===== src/pkg/cbe_pkg.sv =====
// package of shared types, constants and decode for the conditional branch evaluator
package cbe_pkg;

    // ------------------------------------------------------------
    // branch operations
    // ------------------------------------------------------------
    typedef enum logic [2:0] {
        jump_on_carry_zero      = 3'h0,
        jump_unsigned_not_below = 3'h1,
        jump_unsigned_below     = 3'h2,
        jump_on_negative        = 3'h3,
        jump_on_nonnegative     = 3'h4,
        jump_signed_not_less    = 3'h5
    } cbe_op_e;

    // ------------------------------------------------------------
    // widths and timing
    // ------------------------------------------------------------
    localparam int CBE_PC_W        = 16; // default program counter width
    localparam int CBE_K_W         = 7;  // default signed word displacement width
    localparam int CBE_CYC_FALL    = 1;  // cycles for a branch not taken
    localparam int CBE_CYC_TAKEN   = 2;  // cycles for a branch taken
    localparam logic CBE_FLAG_WE_RST = 1'b0; // flag write enable never asserted

    // ------------------------------------------------------------
    // condition decode, called only by the evaluator cbe_cond
    // ------------------------------------------------------------
    function automatic logic cbe_cond_fn(input logic [2:0] op,
                                         input logic       c,
                                         input logic       n,
                                         input logic       v);
        logic r;
        r = 1'b0;
        case (op)
            jump_on_carry_zero:      r = ~c;
            jump_unsigned_not_below: r = ~c;
            jump_unsigned_below:     r = c;
            jump_on_negative:        r = n;
            jump_on_nonnegative:     r = ~n;
            jump_signed_not_less:    r = ~(n ^ v);
            default:                 r = 1'b0; // unused codes fall through
        endcase
        return r;
    endfunction

endpackage


===== src/pkg/cbe_cond_if.sv =====
// interface between the branch sequencer and its condition evaluator
`timescale 1ns/1ns
interface cbe_cond_if;
    logic [2:0] op;
    logic       flag_c;
    logic       flag_n;
    logic       flag_v;
    logic       cond_true;

    modport eval (input op, input flag_c, input flag_n, input flag_v, output cond_true);
    modport user (output op, output flag_c, output flag_n, output flag_v, input cond_true);
endinterface


===== src/cbe_top.sv =====
// branch sequencer: evaluates flag conditions and loads the program counter
`timescale 1ns/1ns
module cbe_top
    import cbe_pkg::*;
#(
    parameter int PC_W = CBE_PC_W,
    parameter int K_W  = CBE_K_W
) (
    input  wire logic            mclk,
    input  wire logic            rst,
    input  wire logic            issue_valid,
    output logic                 issue_ready,
    input  wire logic [2:0]      issue_op,
    input  wire logic [K_W-1:0]  issue_k,
    input  wire logic [PC_W-1:0] issue_pc,
    input  wire logic            flag_c,
    input  wire logic            flag_n,
    input  wire logic            flag_v,
    output logic                 pc_load,
    output logic [PC_W-1:0]      pc_value,
    output logic                 br_taken,
    output logic                 stall,
    output logic                 flag_wr_en
);

    // ------------------------------------------------------------
    // sequencer states
    // ------------------------------------------------------------
    typedef enum logic [0:0] {
        CBE_IDLE  = 1'b0,
        CBE_SECND = 1'b1
    } cbe_state_e;

    cbe_state_e        state_q;
    logic [PC_W-1:0]   target_q;
    logic              pc_load_q;
    logic [PC_W-1:0]   pc_value_q;
    logic              br_taken_q;
    logic              accept;
    logic              cond_true;
    logic [PC_W-1:0]   seq_pc;
    logic [PC_W-1:0]   jump_pc;

    cbe_cond_if cif ();

    // ------------------------------------------------------------
    // condition evaluation
    // ------------------------------------------------------------
    assign cif.op     = issue_op;
    assign cif.flag_c = flag_c;
    assign cif.flag_n = flag_n;
    assign cif.flag_v = flag_v;
    assign cond_true  = cif.cond_true;

    cbe_cond u_cond (
        .cif (cif)
    );

    // ------------------------------------------------------------
    // address arithmetic
    // ------------------------------------------------------------
    // k is sign-extended so backward jumps wrap correctly inside PC_W bits
    assign seq_pc  = PC_W'(issue_pc + PC_W'(1));
    assign jump_pc = PC_W'(seq_pc + {{(PC_W-K_W){issue_k[K_W-1]}}, issue_k});

    // ------------------------------------------------------------
    // handshake
    // ------------------------------------------------------------
    // no new branch while the taken one uses its second cycle
    assign issue_ready = (state_q == CBE_IDLE);
    assign accept      = issue_valid & issue_ready;

    // ------------------------------------------------------------
    // state: a taken branch costs one extra cycle
    // ------------------------------------------------------------
    always_ff @(posedge mclk or posedge rst) begin
        if (rst) begin
            state_q <= CBE_IDLE;
        end else begin
            unique case (state_q)
                CBE_IDLE: begin
                    if (accept && cond_true) begin
                        state_q <= CBE_SECND;
                    end
                end
                CBE_SECND: begin
                    state_q <= CBE_IDLE;
                end
            endcase
        end
    end

    // ------------------------------------------------------------
    // jump target held over the extra cycle
    // ------------------------------------------------------------
    always_ff @(posedge mclk or posedge rst) begin
        if (rst) begin
            target_q <= '0;
        end else if (accept && cond_true) begin
            target_q <= jump_pc;
        end
    end

    // ------------------------------------------------------------
    // program counter load
    // ------------------------------------------------------------
    // fall-through loads pc+1 one edge after issue, a taken jump two edges after
    always_ff @(posedge mclk or posedge rst) begin
        if (rst) begin
            pc_load_q  <= 1'b0;
            pc_value_q <= '0;
            br_taken_q <= 1'b0;
        end else if (state_q == CBE_SECND) begin
            pc_load_q  <= 1'b1;
            pc_value_q <= target_q;
            br_taken_q <= 1'b1;
        end else if (accept && !cond_true) begin
            pc_load_q  <= 1'b1;
            pc_value_q <= seq_pc;
            br_taken_q <= 1'b0;
        end else begin
            pc_load_q  <= 1'b0;
            br_taken_q <= 1'b0;
        end
    end

    assign pc_load    = pc_load_q;
    assign pc_value   = pc_value_q;
    assign br_taken   = br_taken_q;
    assign stall      = (state_q == CBE_SECND);
    // branches never write the status register
    assign flag_wr_en = CBE_FLAG_WE_RST;

    logic [2:0] op_c;
    assign op_c = issue_op;
endmodule


===== src/cbe_cond.sv =====
// combinational condition evaluator for the carry, sign and signed-compare branches
`timescale 1ns/1ns
module cbe_cond
    import cbe_pkg::*;
(
    cbe_cond_if.eval cif
);

    // ------------------------------------------------------------
    // condition decode
    // ------------------------------------------------------------
    // pure logic: the status flags are only read here, never written
    assign cif.cond_true = cbe_cond_fn(cif.op, cif.flag_c, cif.flag_n, cif.flag_v);

endmodule


===== config.mk =====
export PLATFORM = sky130hd
export DESIGN_NAME = cbe_top
export DESIGN_NICKNAME = d
export VERILOG_FILES = /design/src/pkg/cbe_pkg.sv /design/src/pkg/cbe_cond_if.sv /design/src/cbe_top.sv /design/src/cbe_cond.sv
export SDC_FILE = /design/constraint.sdc
export NUM_CORES = 1
export LEC_CHECK = 0
export BUFFER_PORTS_ARGS = -buffer_cell sky130_fd_sc_hd__buf_2
export CORE_ASPECT_RATIO = 0.8
export CORE_MARGIN = 4
export CORE_UTILIZATION = 50
export DETAILED_ROUTE_END_ITERATION = 12
export GPL_TIMING_DRIVEN = 0
export PLACE_DENSITY = 0.71
export SETUP_SLACK_MARGIN = 0.15
export SKIP_LAST_GASP = 1
export SLEW_MARGIN = 25
export SYNTH_ARGS = -nofsm -noshare
export SYNTH_HDL_FRONTEND = slang
export SYNTH_SLANG_ARGS = --single-unit

===== constraint.sdc =====
create_clock -name mclk -period 4.6 [get_ports mclk]
set_clock_uncertainty 0.15 [all_clocks]
set_input_delay 0.69 -clock mclk [delete_from_list [all_inputs] [get_ports mclk]]
set_output_delay 0.69 -clock mclk [all_outputs]
set_load 0.1 [all_outputs]

==> flow_summary.yaml <==
critical_path:
  endpoint_kind: "flop"
  critical_path.max_fanout: 7
  r2r-end: "target_q[15]"
  reg2regPathDepth: 4
  crit_required_ns: 4.62
  r2r_slack_ns: 2.87
  arrival_ns: 3.62
  reg2reg_from: "stall"
  criticalPathCategory: "input port to flop"
  start_kind: "input port"
hold_path:
  min_to: "target_q[7]"
  min_from: "target_q[7]"
  hold_path_depth: 2
  hp-class: "flop to flop"
final_layout:
  fillers: 414
  final_nets: 376
  final_core_util_pct: 61.3
  n_antenna_cell: 0
  regArea_um2: 876
  drive_gt1_share_pct: 20.7
  multi_input_area_um2: 1500
  area_delta_synth_final_pct: 16.4
pwr:
  p_per_area_nw_per_um2: 437
  p_leak_nw: 1.42
  ir_drop_mv: 0.269
  total_power_mw: 1.25
synthesis:
  synth.area.top_cells: "dfrtp_1 (36%), ha_1 (9.7%), mux2i_1 (6.9%)"
  syn_nets: 318
  ys_warn_count: 0
  ys_seq_area_share_pct: 35.8
  avgSynthCellArea_um2: 9.21
  async_flop_share_pct: 100
  synth-seq-cells: 35
  ys_types: 45
  ys.flop_type: "dfrtp_1"
  synth_area_leader_cell: "dfrtp_1"
  syn_inst: 266
  synth-edff-count: 0
  synthesis.area_um2: 2450
  synth_top_area_share_pct: 35.8
floorplanning:
  core_area_um2: 4650
  io_pins: 53
  dieArea_um2: 6090
  fp.dieH_um: 70.6
  start_util_pct: 52.7
  die_x_um: 86.3
  rows: 22
detailed_routing:
  firstDrtPassIters: 4
  post-route-drc-count: 0
  wl_per_cell_um: 15.4
  drt-met1-wl_um: 2840
  num_vias: 2108
  totalWireLength_um: 5880
  top_layer: "met4"
  dr_wl_met3_um: 313
  first_iter_violations: 99
  viasPerCell: 5.50
  ant_nets: 0
  wl_met2_um: 2640
sta:
  finalSetupTns_ns: 0
  max_freq_mhz: 278
  setup_violations: 0
  maxSlewHeadroom_pct: 49.9
  whs_ns: 0.324
  fin_crit_ns: 3.59
  final-max-slew-violation-count: 0
  worst_slew_pin_slew_ns: 0.743
  fin_crit_sh_pct: 78.1
  rsz0062_at_grt: "false"
  hold_violations: 0
job:
  maxCapViolCount: 0
cts:
  cts_made_buffers: 5
  insertion_delay_ns: 0.29
  cts_num_sinks: 35
  h-tree-depth: 2
  clock-root-buffer: "clkbuf_8"
  cts_resized: 0
  cts_buffer_depth: 2
  path_clk_slew_ns: 0.06
  cts_hold_buf: 0
  cts_tree: "yes"
  cts_setup_buffers: 0
grt:
  grt_remaining_overflow: 0
  grt_pass1_vias: 2003
  antenna_found_initial: 0
  grt_pass1_wl_um: 9700
  grt_max_degree: 36
  grtUsageTotal_pct: 20.5
placed_design:
  routabilityCongestion: 0.857
  port_buffers: 51
  dp_hpwl_um: 4610
run_status:
  status: "complete, no violations"
worst max-delay path, cell delays in order:
cell	delay [ns]
buf_2	0.11
ha_1	0.22
nand2_1	0.09
or3_1	0.40
xnor2_1	0.21
ha_1	0.30
clkbuf_1	0.26
o211ai_1	0.22
o41ai_1	0.75
a2111o_1	0.28
o211ai_2	0.08
registers in the layout, indices dropped and copies added, names as in the netlist:
name and cells:
stall 1, pc_load 1, target_q 16, br_taken 1, pc_value 16
logic make-up after synthesis:
family	count (synthesis)	share of synthesized area (%)
other	1	0.153
AOI/OAI and AO/OA	70	17.6
DFF	35	35.8
adders and majority gates	20	10.5
muxes	19	7.86
xor gates and xnor gates	27	10.2
and+or+nand+nor	76	14.8
buffers and inverters	18	3.12
power breakdown:
part | leakage (nW) | internal, mW | switching, mW | total (mW)
clock | 0.0371 | 0.101 | 0.103 | 0.203
sequential | 0.431 | 0.394 | 0.0461 | 0.440
combinational | 0.948 | 0.142 | 0.462 | 0.604
worst max path at each step:
stage	slack (ns)	startpoint	to
floorplan	1.41	issue_pc[0]	target_q[15]
CTS	1.07	issue_pc[0]	target_q[15]
global route	0.76	issue_pc[0]	target_q[14]
detailed placement	0.80	issue_pc[0]	target_q[15]
finish	1.01	issue_pc[0]	target_q[15]
global placement	0.80	issue_pc[0]	target_q[15]
routing by layer:
metal  vias up  global-route usage (%)
li1       1049                       -
met1      1006                    29.0
met2        45                    31.7
met3         8                    3.26
met4         0                    7.27
met5         -                       0
cells in the final DEF, fill, tap and decap left out, types with 3 or more instances in the layout:
| cell type | count |
|---|---|
| buf_2 | 52 |
| nand2_1 | 45 |
| dfrtp_1 | 35 |
| o21ai_0 | 30 |
| ha_1 | 19 |
| mux2i_1 | 17 |
| a21oi_1 | 15 |
| xnor2_1 | 15 |
| xor2_1 | 11 |
| clkbuf_1 | 8 |
| inv_1 | 7 |
| nand3_1 | 6 |
| nor2_1 | 6 |
| a21o_1 | 5 |
| clkbuf_8 | 5 |
| and3_1 | 3 |
| nand4_1 | 3 |
Yosys cell counts (all sizes together), types with 2 or more instances:
master and instances:
a2111o 2, a211oi 3, a21o 5, a21oi 15, and3 4, buf 3, clkbuf 7, dfrtp 35
ha 19, inv 8, mux2 2, mux2i 17, nand2 45, nand2b 2, nand3 6, nand4 4
nor2 6, nor3 3, o211ai 3, o21a 2, o21ai 32, o31ai 2, or3 2, xnor2 15
xor2 11
cell type report:
type / count / share of cell area, %
plain buffers: 10 / 1.62
clock buffers: 6 / 2.54
inverters: 8 / 1.05
multi-input cells: 213 / 52.5
flip-flops and latches: 35 / 30.7
well taps: 60 / 2.63
repair buffers: 51 / 8.95
per-stage QoR:
| step | cells | setup slack, ns | instance area (µm²) |
|---|---|---|---|
| 6_report | 383 | 1.01 | 2850 |
| 5_1_grt | 383 | 0.759 | 2850 |
| 4_1_cts | 383 | 1.07 | 2850 |
| 3_5_place_dp | 377 | 0.800 | 2780 |
| 3_3_place_gp | 377 | 0.798 | 2780 |
| 2_1_floorplan | 266 | 1.41 | 2450 |
(Power assumes the default switching activity.)
